<file path="src/pfc_defines.svh">
/*
 * Constants for the parallel flash configuration master: mode codes,
 * address start values, clock divider and control-pin levels.
 * Assumes inclusion by bare name from the package and the design module.
 */
`ifndef PFC_DEFINES_SVH
`define PFC_DEFINES_SVH

`define PFC_ADDR_W          24
`define PFC_DATA_W          8
`define PFC_ADDR_UP_START   24'h000000
`define PFC_ADDR_DN_START   24'hFFFFFF
`define PFC_MODE_FLASH_M2   1'b0
`define PFC_MODE_FLASH_M1   1'b1
`define PFC_DIR_UP          1'b0
`define PFC_CONFIG_CLOCK_HALF_NS    40
`define PFC_CLK_PERIOD_NS   10
`define PFC_CONFIG_CLOCK_HALF_CYC   (`PFC_CONFIG_CLOCK_HALF_NS / `PFC_CLK_PERIOD_NS)
`define PFC_HIGH_ADDR_LSB   20
`define PFC_CTRL_IDLE_LOW   1'b0
`define PFC_CTRL_IDLE_HIGH  1'b1

`endif

</file>
<file path="src/pfc_pkg.sv">
/*
 * Types for the parallel flash configuration master.
 * Assumes pfc_defines.svh is on the include path.
 */
`include "pfc_defines.svh"

package pfc_pkg;

    typedef enum logic [3:0] {
        PFC_IDLE  = 4'b0001,
        PFC_ARMED = 4'b0010,
        PFC_LOAD  = 4'b0100,
        PFC_DONE  = 4'b1000
    } pfc_state_e;

    // flash control pins, all active low
    typedef struct packed {
        logic chip_enable_n;
        logic output_enable_n;
        logic byte_mode_n;
        logic write_enable_n;
    } pfc_prom_ctrl_s;

    // captured mode straps
    typedef struct packed {
        logic m2;
        logic m1;
        logic address_direction_select;
    } pfc_mode_s;

endpackage

</file>
<file path="src/pfc_config_master.sv">
/*
 * Parallel flash configuration master: samples the mode straps when init
 * status rises, drives the flash control pins and a stepping address,
 * generates config_clock and captures bytes, then hands pins to user logic.
 * Assumes: straps and flash data are asynchronous pins; i_cfg_done comes
 * from the start-up logic on I_MCLK; pin pads combine *_OE with user drive.
 */
// Overview of operation
// - pull-ups on while pullup_disable_select is 0, until done
// - release pullup select pin once done
// - drive chip_select_out_n and config_clock during configuration
// - drive busy during configuration, user I/O afterwards
// - after done all pins but the kept top four address pins become user I/O
// - keep-host-port option keeps slave parallel port alive
// - keep-host-port keeps top four address pins
// - flash mode is m2=0, m1=1; m0 picks direction
// - sample mode straps when init status rises
// - read_write_n is an active-low write enable
// - chip enable held low during configuration
// - output enable held low during configuration
// - address steps on each config_clock falling edge
// - data byte captured on config_clock rising edge
// - write enable held high during configuration
// - byte mode held low during configuration
`timescale 1ns/1ps
`default_nettype none
`include "pfc_defines.svh"

module pfc_config_master #(
    parameter int ADDR_W   = `PFC_ADDR_W,
    parameter int HALF_CYC = `PFC_CONFIG_CLOCK_HALF_CYC
) (
    // clock and reset
    input  wire logic                     I_MCLK,
    input  wire logic                     I_RST_B,
    // status from start-up sequencing
    input  wire logic                     i_INIT_DONE,
    input  wire logic                     i_CFG_DONE,
    input  wire logic                     i_KEEP_HOST_PORT,
    // strap and host pins
    input  wire logic                     i_PULLUP_DISABLE_SELECT,
    input  wire logic [2:0]               i_MODE,
    input  wire logic                     i_CHIP_SELECT_N,
    input  wire logic                     i_READ_WRITE_N,
    // flash data pins
    input  wire logic [`PFC_DATA_W-1:0]   i_FLASH_DATA,
    // flash pins
    output logic [ADDR_W-1:0]             o_FLASH_ADDR,
    output logic [ADDR_W-1:0]             o_FLASH_ADDR_OE,
    output pfc_pkg::pfc_prom_ctrl_s       o_PROM_CTRL,
    output logic                          o_PROM_CTRL_OE,
    output logic                          o_CONFIG_CLOCK,
    output logic                          o_CHIP_SELECT_OUT_N,
    output logic                          o_BUSY,
    output logic                          o_CFG_PINS_OE,
    // toward the loader and user side
    output logic [`PFC_DATA_W-1:0]        o_BYTE,
    output logic                          o_BYTE_VALID,
    output logic                          o_MODE_OK,
    output logic                          o_PULLUP_EN,
    output logic                          o_PULLUP_PIN_USER,
    output logic                          o_HOST_PORT_ACTIVE,
    output logic                          o_HOST_WRITE,
    output logic                          o_STRAP_FAULT
);

    // the synced byte needs four edges after a step, so shorter half periods
    // would capture the previous address's byte
    if (ADDR_W < `PFC_HIGH_ADDR_LSB + 1 || ADDR_W > `PFC_ADDR_W ||
        HALF_CYC < 4 || HALF_CYC > 65536) begin : g_bad_param
        $error("pfc_config_master: unsupported parameters");
    end

    // three-stage sync; first stage feeds only the second
    logic [2:0] mode_s1_r, mode_s2_r, mode_s3_r;
    logic [2:0] ctl_s1_r, ctl_s2_r, ctl_s3_r;
    logic [7:0] dat_s1_r, dat_s2_r, dat_s3_r;
    logic [2:0] mode_q_r, ctl_q_r;
    logic [7:0] dat_q_r;

    always_ff @(posedge I_MCLK or negedge I_RST_B) begin
        if (!I_RST_B) begin
            mode_s1_r <= 3'h0; mode_s2_r <= 3'h0; mode_s3_r <= 3'h0;
            ctl_s1_r  <= 3'h0; ctl_s2_r  <= 3'h0; ctl_s3_r  <= 3'h0;
            dat_s1_r  <= 8'h0; dat_s2_r  <= 8'h0; dat_s3_r  <= 8'h0;
            mode_q_r  <= 3'h0; ctl_q_r   <= 3'h0; dat_q_r   <= 8'h0;
        end else begin
            mode_s1_r <= i_MODE;
            mode_s2_r <= mode_s1_r;
            mode_s3_r <= mode_s2_r;
            ctl_s1_r  <= {i_PULLUP_DISABLE_SELECT, i_CHIP_SELECT_N, i_READ_WRITE_N};
            ctl_s2_r  <= ctl_s1_r;
            ctl_s3_r  <= ctl_s2_r;
            dat_s1_r  <= i_FLASH_DATA;
            dat_s2_r  <= dat_s1_r;
            dat_s3_r  <= dat_s2_r;
            if (mode_s2_r == mode_s3_r)
                mode_q_r <= mode_s2_r;
            if (ctl_s2_r == ctl_s3_r)
                ctl_q_r <= ctl_s2_r;
            if (dat_s2_r == dat_s3_r)
                dat_q_r <= dat_s2_r;
        end
    end

    wire pullup_sel = ctl_q_r[2];
    wire cs_n       = ctl_q_r[1];
    wire rdwr_n     = ctl_q_r[0];
    // agreed byte one edge before dat_q_r shows it; keeps capture on the
    // address stepped half a config_clock period earlier
    wire [7:0] dat_filt = (dat_s2_r == dat_s3_r) ? dat_s2_r : dat_q_r;

    pfc_pkg::pfc_state_e state_r, state_nxt;
    pfc_pkg::pfc_mode_s  mode_r;
    logic                init_d_r;
    logic [ADDR_W-1:0]   addr_r;
    logic [15:0]         div_r;
    logic                config_clock_r;
    logic                pu_sel_r;

    wire init_rise = i_INIT_DONE && !init_d_r;
    wire flash_mode = (mode_q_r[2] == `PFC_MODE_FLASH_M2) &&
                      (mode_q_r[1] == `PFC_MODE_FLASH_M1);
    wire loading   = (state_r == pfc_pkg::PFC_LOAD);
    wire done      = (state_r == pfc_pkg::PFC_DONE);
    wire div_end   = (div_r == 16'(HALF_CYC - 1));
    wire config_clock_fall = loading && div_end && config_clock_r;
    wire config_clock_rise = loading && div_end && !config_clock_r;

    always_comb begin
        state_nxt = state_r;
        case (state_r)
            pfc_pkg::PFC_IDLE:  if (init_rise) state_nxt = flash_mode ?
                                    pfc_pkg::PFC_LOAD : pfc_pkg::PFC_ARMED;
            pfc_pkg::PFC_ARMED: if (i_CFG_DONE) state_nxt = pfc_pkg::PFC_DONE;
            pfc_pkg::PFC_LOAD:  if (i_CFG_DONE) state_nxt = pfc_pkg::PFC_DONE;
            pfc_pkg::PFC_DONE:  state_nxt = pfc_pkg::PFC_DONE;
            default:            state_nxt = pfc_pkg::PFC_IDLE;
        endcase
    end

    always_ff @(posedge I_MCLK or negedge I_RST_B) begin
        if (!I_RST_B) begin
            state_r  <= pfc_pkg::PFC_IDLE;
            init_d_r <= 1'b0;
            mode_r   <= '0;
            pu_sel_r <= 1'b0;
        end else begin
            state_r  <= state_nxt;
            init_d_r <= i_INIT_DONE;
            if (init_rise) begin
                mode_r   <= mode_q_r;
                pu_sel_r <= pullup_sel;
            end
        end
    end

    // config_clock divider and address stepping
    always_ff @(posedge I_MCLK or negedge I_RST_B) begin
        if (!I_RST_B) begin
            div_r  <= 16'h0000;
            config_clock_r <= 1'b0;
            addr_r <= '0;
        end else begin
            if (init_rise)
                addr_r <= (mode_q_r[0] == `PFC_DIR_UP) ?
                          ADDR_W'(`PFC_ADDR_UP_START) : ADDR_W'(`PFC_ADDR_DN_START);
            else if (config_clock_fall)
                addr_r <= (mode_r.address_direction_select == `PFC_DIR_UP) ?
                          addr_r + 1'b1 : addr_r - 1'b1;
            if (loading) begin
                div_r <= div_end ? 16'h0000 : div_r + 16'h0001;
                if (div_end)
                    config_clock_r <= !config_clock_r;
            end else begin
                div_r  <= 16'h0000;
                config_clock_r <= 1'b0;
            end
        end
    end

    // byte capture on rising config_clock edge
    always_ff @(posedge I_MCLK or negedge I_RST_B) begin
        if (!I_RST_B) begin
            o_BYTE       <= 8'h00;
            o_BYTE_VALID <= 1'b0;
        end else begin
            o_BYTE_VALID <= config_clock_rise;
            if (config_clock_rise)
                o_BYTE <= dat_filt;
        end
    end

    // straps sampled above; board keeps them still while loading
    always_ff @(posedge I_MCLK or negedge I_RST_B) begin
        if (!I_RST_B)
            o_STRAP_FAULT <= 1'b0;
        else if (loading && (pullup_sel != pu_sel_r || cs_n || rdwr_n))
            o_STRAP_FAULT <= 1'b1;
    end

    wire cfg_active = !done;
    wire keep_host  = done && i_KEEP_HOST_PORT;

    assign o_FLASH_ADDR    = addr_r;
    // top four address pins stay with configuration under keep-host-port
    genvar g;
    generate
        for (g = 0; g < ADDR_W; g++) begin : g_aoe
            if (g >= `PFC_HIGH_ADDR_LSB)
                assign o_FLASH_ADDR_OE[g] = cfg_active || keep_host;
            else
                assign o_FLASH_ADDR_OE[g] = cfg_active;
        end
    endgenerate

    assign o_PROM_CTRL.chip_enable_n   = `PFC_CTRL_IDLE_LOW;
    assign o_PROM_CTRL.output_enable_n = `PFC_CTRL_IDLE_LOW;
    assign o_PROM_CTRL.byte_mode_n     = `PFC_CTRL_IDLE_LOW;
    assign o_PROM_CTRL.write_enable_n  = `PFC_CTRL_IDLE_HIGH;
    assign o_PROM_CTRL_OE      = cfg_active;
    assign o_CONFIG_CLOCK      = config_clock_r;
    assign o_CHIP_SELECT_OUT_N = 1'b1;
    assign o_BUSY              = 1'b0;
    assign o_CFG_PINS_OE       = cfg_active;
    assign o_MODE_OK           = flash_mode;
    assign o_PULLUP_EN         = cfg_active && !pullup_sel;
    assign o_PULLUP_PIN_USER   = done;
    assign o_HOST_PORT_ACTIVE  = keep_host;
    assign o_HOST_WRITE        = keep_host && !cs_n && !rdwr_n;

endmodule

`default_nettype wire

</file>
<file path="config.mk">
export PLATFORM = sky130hd
export DESIGN_NAME = pfc_config_master
export DESIGN_NICKNAME = d
export VERILOG_FILES = /design/src/pfc_pkg.sv /design/src/pfc_config_master.sv
export VERILOG_INCLUDE_DIRS = /design/src
export SDC_FILE = /design/constraint.sdc
export NUM_CORES = 1
export LEC_CHECK = 0
export BUFFER_PORTS_ARGS = -buffer_cell sky130_fd_sc_hd__clkbuf_2
export CAP_MARGIN = 20
export CORE_ASPECT_RATIO = 1.1
export CORE_UTILIZATION = 45
export CTS_BUF_LIST = sky130_fd_sc_hd__clkbuf_4 sky130_fd_sc_hd__clkbuf_8 sky130_fd_sc_hd__clkbuf_16
export CTS_CLUSTER_DIAMETER = 80
export CTS_CLUSTER_SIZE = 40
export DETAILED_ROUTE_END_ITERATION = 6
export PLACE_DENSITY = 0.66
export SLEW_MARGIN = 25
export SYNTH_ARGS = -nofsm -noshare
export SYNTH_HDL_FRONTEND = slang
export SYNTH_SLANG_ARGS = --single-unit
</file>
<file path="constraint.sdc">
create_clock -name I_MCLK -period 3.15 [get_ports I_MCLK]
set_clock_uncertainty 0.1 [all_clocks]
set_input_delay 0.315 -clock I_MCLK [delete_from_list [all_inputs] [get_ports I_MCLK]]
set_output_delay 0.315 -clock I_MCLK [all_outputs]
set_load 0.02 [all_outputs]
</file>
==> summary.md, run 1 <==
| Metric | Value |
|---|---|
| Ant diodes | `0` |
| Post-synth EDFFs | `0` |
| Vias in the first global route | `4083` |
| Final setup TNS | `0 ns` |
| Tot GR Track Use | `0.1935` |
| Num rows | `42` |
| Largest net degree at the start of global routing | `65` |
| Hold/Removal Path Class | `in2reg` |
| Most common cell after layout, fill and taps aside | `dfrtp_1` |
| PortBufs | `84` |
| Full die area | `around 13000 sq um` |
| Netlist Area Pre-Place | `around 5700 sq um` |
| RSZ-0062 raised after global routing | `no` |
| Synth async-reset ratio | `1.000` |
| Worst Path Max Fanout | `14` |
| Area grow syn2layout | `19.76%` |
| Yosys Warn Count | `0` |
| Setup Viol. Count Final | `0` |
| I/O Pins | `91` |
| CTS tree | `built` |
| Register bit count reported by yosys | `around 110` |
| Yosys cell types | `64` |
| DRC viols | `0` |
| Post-DRT Antenna Nets | `0` |
| Horiz. Die Dim | `between 100 and 150 microns` |
| MaxCap Viol Count | `0` |
| Global route total overflow | `0` |
| Post-DR wirelength/cell | `roughly 15 microns` |
| Commonest non-fill, non-tap cells in the layout | `dfrtp_1 (112), clkbuf_2 (83), a21oi_1 (42)` |
| Core Area | `12240 sq um` |
| WP data arrival | `approximately 3 ns` |
| Global-route wire length before repair | `~19000 microns` |
| Number of DRC markers in iteration 0 | `~240` |
| Seq/Total Area, Yosys | `0.4971` |
| Sink Count | `between 100 and 150` |
| Gate Count Post-Synth | `between 500 and 600` |
| Hold_ws | `approximately 0.18 ns` |
| Die height | `roughly 120 microns` |
| Gp weighted congestion | `0.9067` |
| # Post-CTS Setup Buffers | `0` |
| CTS root buffer | `clkbuf_16` |
| Fmax | `about 350 MHz` |
| Worst VDD drop | `between 0.4 and 0.5 mV` |
| Crit Path Category | `reg2reg` |
| Critical R2R Launch | `mode_r[0]` |
| Drt via density | `around 5.3` |
| Top cells by area, synth | `dfrtp_1 (49%), ha_1 (5.0%), mux2_2 (4.1%), buf_4 (4.1%), xor2_1 (4.0%)` |
| CTS clock-pin slew for the worst setup and hold paths | `~0.050 ns` |
| Tcrit/Tclk final | `0.9069` |
| Filler cells | `a little over 1000` |
| Drt pass-1 iters | `4` |
| CTS max path bufs | `2` |
| Routed wire length | `11350 microns` |
| Static leakage | `about 3.1 nW` |
| Placed wire-length estimate | `~7900 microns` |
| Status | `finished, final reports clean` |
| Worst-Margin Slew | `0.8890 ns` |
| H-tree Lvls | `4` |
| Tot Pwr | `between 0.005 and 0.006 W` |
| Syn_area_per_cell | `approximately 11 sq um` |
| Required @ worst endpoint | `3.33 ns` |
| Dpl cell area | `between 6000 and 7000 sq um` |
| Crit. End Element | `flop` |
| Worst relative slew slack | `0.4073` |
| Layout cell share with drive strength beyond 1 | `0.2659` |
| Initial Utilization | `0.4689` |
| Slew Viols, Final | `0` |
| Synth area leader | `dfrtp_1` |
| Synth top area share | `0.4925` |
| Initial antenna violation count | `0` |
| Core Util, Final | `0.5616` |
| Final hold violations | `0` |
| Nets | `660` |
| Worst-skew pair later-pin latency | `slightly above 0.4 ns` |
| Via Count | `4181` |
| Minimum clock period | `2.857 ns` |
| Setup crit start kind | `flop` |
| Post-Layout Inst Area | `just under 7000 sq um` |
| Primary FF master, synth | `dfrtp_1` |
| PwrDens | `785.8 nW/um^2` |
| Worst setup startpoint | `mode_r[0]` |
| CTS Buf Count | `17` |
| Origin of the worst min-delay path | `i_CFG_DONE` |
-- routing by layer --
metal,global-route usage,share of wire
met1,0.2341,0.43
met4,0.1033,0.021
met2,0.3160,0.51
met3,0.04690,0.046
met5,0,0
-- logic make-up (layout without fill, tap and decap cells) --
family | after synthesis | in the layout | synth area share
flip-flops | 114 | 114 | 0.4971
other | 2 | 6 | 0.001308
buffers and inverters | 55 | 148 | 0.06385
multiplexers | 24 | 24 | 0.04642
adder cells (fa/ha/maj) | 24 | 24 | 0.05361
AND/OR/NAND/NOR | 161 | 161 | 0.1456
AO/OA/AOI/OAI | 112 | 112 | 0.1327
XOR/XNOR | 39 | 39 | 0.05949
-- sequential cells by signal (all words and copies together) (netlist names), 4 cells and up --
| register | cells |
|---|---|
| o_FLASH_ADDR | 24 |
| div_r | 16 |
| dat_q_r | 8 |
| dat_s1_r | 8 |
| dat_s2_r | 8 |
| dat_s3_r | 8 |
| o_BYTE | 8 |
| state_r | 4 |
-- what timing repair did --
| item | 4_1_cts | 5_1_grt |
|---|---|---|
| hold endpoints to repair | 76 | 0 |
| hold buffers | 16 | 0 |
| endpoints found under the setup margin | 0 | 2 |
| resized for setup | 0 | 1 |
-- power breakdown --
group          leakage (nW)  switching [W]  total [W]  internal (W)
Sequential             1.40       0.000161    0.00179       0.00163
Combinational          1.44       0.000971    0.00170      0.000724
Clock                 0.295       0.000637    0.00192       0.00128
-- Yosys cell counts (3+ instances only) --
master and n:
buf_4 31, o21ai_0 16, xor2_1 26, nand3_1 21, nor4_1 7, buf_6 4, nor2b_1 4, xnor2_1 13
or3_1 8, o21ai_1 8, dfrtp_1 113, a21boi_2 3, and3_1 6, nor2_1 34, inv_1 9, ha_1 23
o21a_1 5, mux2_2 21, o31a_1 3, and2_1 4, a21o_1 5, nor3b_1 3, a21oi_1 42, nand2b_1 8
nand2_1 36, clkbuf_1 8, nor3_1 17, a31oi_1 7, mux2i_1 3
-- path summary, 6_finish.rpt --
| kind | to | slack, ns | cells past startpoint |
|---|---|---|---|
| max in group asynchronous | state_r[0] | 1.71 | 3 |
| setup / recovery | o_FLASH_ADDR[22] | 0.29 | 10 |
| min in group asynchronous | mode_s2_r[2] | 0.44 | 2 |
| hold reg to reg | dat_s2_r[0] | 0.24 | 0 |
| setup reg to reg | o_FLASH_ADDR[22] | 0.29 | 10 |
| hold / removal | state_r[3] | 0.18 | 4 |
-- per-stage QoR --
stage,std cells,setup slack (ns)
6_report,782,0.2933
5_1_grt,782,0.1565
4_1_cts,782,0.1652
3_5_place_dp,736,0.1828
3_3_place_gp,736,0.3134
2_1_floorplan,535,0.2050
-- area by class of cell --
type | instances | area, sq um | area share
clock buffers | 20 | 460.4 | 0.06696
clock inverters | 10 | 135.1 | 0.01965
multi-input cells | 366 | 2536 | 0.3688
repair buffers | 109 | 663.1 | 0.09643
flip-flops and latches | 114 | 2855 | 0.4152
well taps | 154 | 192.7 | 0.02802
inverters | 9 | 33.78 | 0.004913
-- critical path, stage by stage (launching register included) --
cell	delay [ns]
dfrtp_2	0.52
inv_1	0.15
fa_1	0.40
nor2b_1	0.21
o31a_1	0.21
o21ai_2	0.08
a31o_2	0.28
a31oi_2	0.28
a221o_1	0.23
and4_4	0.23
a211oi_2	0.03
Power figures use the tool's default switching activity.
==> inputs of run 2 (changes only) <==
- RECOVER_POWER: not set -> 50
==> run 2 against run 1 <==
  * The flow now finishes with violations (capacitance limit, slew limit)
  * Highest routed layer unchanged
  * First-iteration DRC count is 1.2% lower
  * Total power decreased by 0.46%
  * Worst hold slack got worse by 0.00064 ns
  * Non-clock buffer count is the same
  * Final cell count unchanged
  * Sequential share of layout area is 0.35 points higher
  * Register-to-register slack about the same
  * Clock power hardly changed
==> summary.md, run 2 (synthesis results as in run 1) <==
| Metric | Value |
|---|---|
| MaxCap Viol Count | `1` |
| Num rows | `between 40 and 50` |
| Fmax | `~350 MHz` |
| Final setup TNS | `0 ns` |
| Multi-input logic area | `2532 sq um` |
| Crit Path Category | `reg2reg` |
| Post-DRT Antenna Nets | `0` |
| Failing checks | `capacitance limit, slew limit` |
| Gp weighted congestion | `a little over 0.9` |
| Most common cell after layout, fill and taps aside | `dfrtp_1` |
| Largest net degree at the start of global routing | `between 60 and 70` |
| Worst VDD drop | `0.4281 mV` |
| R2r setup slk | `between 0.2 and 0.3 ns` |
| CTS root buffer | `clkbuf_16` |
| Crit. End Element | `flop` |
| Worst-skew pair later-pin latency | `~0.4 ns` |
| Post-DR wirelength/cell | `between 10 and 15 microns` |
| Critical R2R Launch | `mode_r[0]` |
| Via Count | `approximately 4200` |
| CTS Buf Count | `17` |
| Horiz. Die Dim | `between 100 and 150 microns` |
| Core Util, Final | `0.5569` |
| Slew Viols, Final | `65` |
| Status | `finished, violations left` |
| Worst relative slew slack | `-0.01096` |
| WHS Endpoint | `state_r[3]` |
| Global-route wire length before repair | `just under 20000 microns` |
| Minimum clock period | `~2.9 ns` |
| Nets | `660` |
| I/O Pins | `91` |
| Initial Utilization | `0.4689` |
| Origin of the worst min-delay path | `i_CFG_DONE` |
| Die height | `~120 microns` |
| DRC viols | `0` |
| Drt via density | `around 5.4` |
| PwrDens | `788.8 nW/um^2` |
| RSZ-0062 raised after global routing | `no` |
| Reg2reg end | `o_FLASH_ADDR[22]` |
| Top sig layer | `met4` |
| Static leakage | `between 3 and 4 nW` |
| Setup Viol. Count Final | `0` |
| FF/Latch Area | `approximately 2900 sq um` |
| Layout cell share with drive strength beyond 1 | `0.2054` |
| Flip-flop count of the largest register after layout | `24` |
| CTS tree | `built` |
| Final setup margin | `0.2858 ns` |
| Worst-Margin Slew | `1.516 ns` |
| Cells on worst reg2reg path | `10` |
| Sink Count | `114` |
| CTS clock-pin slew for the worst setup and hold paths | `0.05 ns` |
| Final hold violations | `0` |
| Number of DRC markers in iteration 0 | `approximately 240` |
| Area grow syn2layout | `18.76%` |
| Hold/Removal Path Class | `in2reg` |
| Initial antenna violation count | `0` |
| Hold depth | `4` |
| WP data arrival | `slightly above 3 ns` |
| Ant diodes | `0` |
| Core Area | `12240 sq um` |
| Tcrit/Tclk final | `0.9093` |
| PortBufs | `84` |
| Metal-1 WL | `4882 microns` |
| Commonest non-fill, non-tap cells in the layout | `dfrtp_1 (112), clkbuf_2 (49), a21oi_1 (42)` |
| Placed wire-length estimate | `slightly below 8000 microns` |
| Setup crit start kind | `flop` |
| DR WL met3 | `493 microns` |
| Drt pass-1 iters | `4` |
| Metal2 WL | `5736 microns` |
| CTS max path bufs | `2` |
| Required @ worst endpoint | `3.33 ns` |
| # Post-CTS Setup Buffers | `0` |
| Filler cells | `around 1100` |
| H-tree Lvls | `4` |
| Global route total overflow | `0` |
| Routed wire length | `between 10000 and 15000 microns` |
| Full die area | `between 10000 and 15000 sq um` |
| Tot GR Track Use | `0.1935` |
| Worst Path Max Fanout | `14` |
| Vias in the first global route | `4083` |
| Post-place setup slack | `approximately 0.18 ns` |
[run 2: timing repair]
item                       CTS  global route
gates resized for setup      0             1
hold buffers                16             0
hold endpoints to repair    76             0
setup endpoints to repair    0             2
[run 2: final cells by class]
class	instances	share of cell area
well taps	154	0.02826
clock buffers	20	0.06752
inverters	9	0.004954
flip-flops and latches	114	0.4187
repair buffers	109	0.08936
multi-input cells	366	0.3714
clock inverters	10	0.01982
[run 2: how the worst max path moves through the flow]
stage | depth (start not counted) | end | slack [ns] | startpoint
final | 10 | o_FLASH_ADDR[22] | 0.29 | mode_r[0]
after global routing | 10 | o_FLASH_ADDR[22] | 0.15 | mode_r[0]
after CTS | 10 | o_FLASH_ADDR[22] | 0.17 | mode_r[0]
after detailed placement | 10 | o_FLASH_ADDR[22] | 0.18 | mode_r[0]
after global placement | 10 | o_FLASH_ADDR[22] | 0.31 | mode_r[0]
after floorplan | 4 | o_FLASH_ADDR_OE[0] | 0.21 | state_r[2]
[run 2: critical path, cell delays in order (launching register included)]
cell and delay [ns]:
dfrtp_2 0.52, inv_1 0.15, fa_1 0.40, nor2b_1 0.22, o31a_1 0.22, o21ai_2 0.08, a31o_2 0.28, a31oi_2 0.28
a221o_1 0.23, and4_4 0.23, a211oi_2 0.03
[run 2: layer usage]
metal	vias up	GRT usage
li1	2028	-
met1	2033	0.2341
met2	123	0.3160
met3	20	0.04690
met4	0	0.1033
met5	-	0
[run 2: through the flow]
step                total power [W]  area [sq um]  hold WS, ns  instances
finish                     0.005379          6819       0.1831        782
floorplan                  0.003084          5757     -0.08059        535
global placement           0.003439          6120       0.2330        736
CTS                        0.005452          6875       0.1546        782
global route               0.005713          6819       0.1791        782
detailed placement         0.003487          6120       0.2347        736
[run 2: power breakdown]
part	internal [W]	total, W	switching [W]
registers	0.00163	0.00179	0.000160
clock network	0.00128	0.00192	0.000638
logic	0.000701	0.00167	0.000970
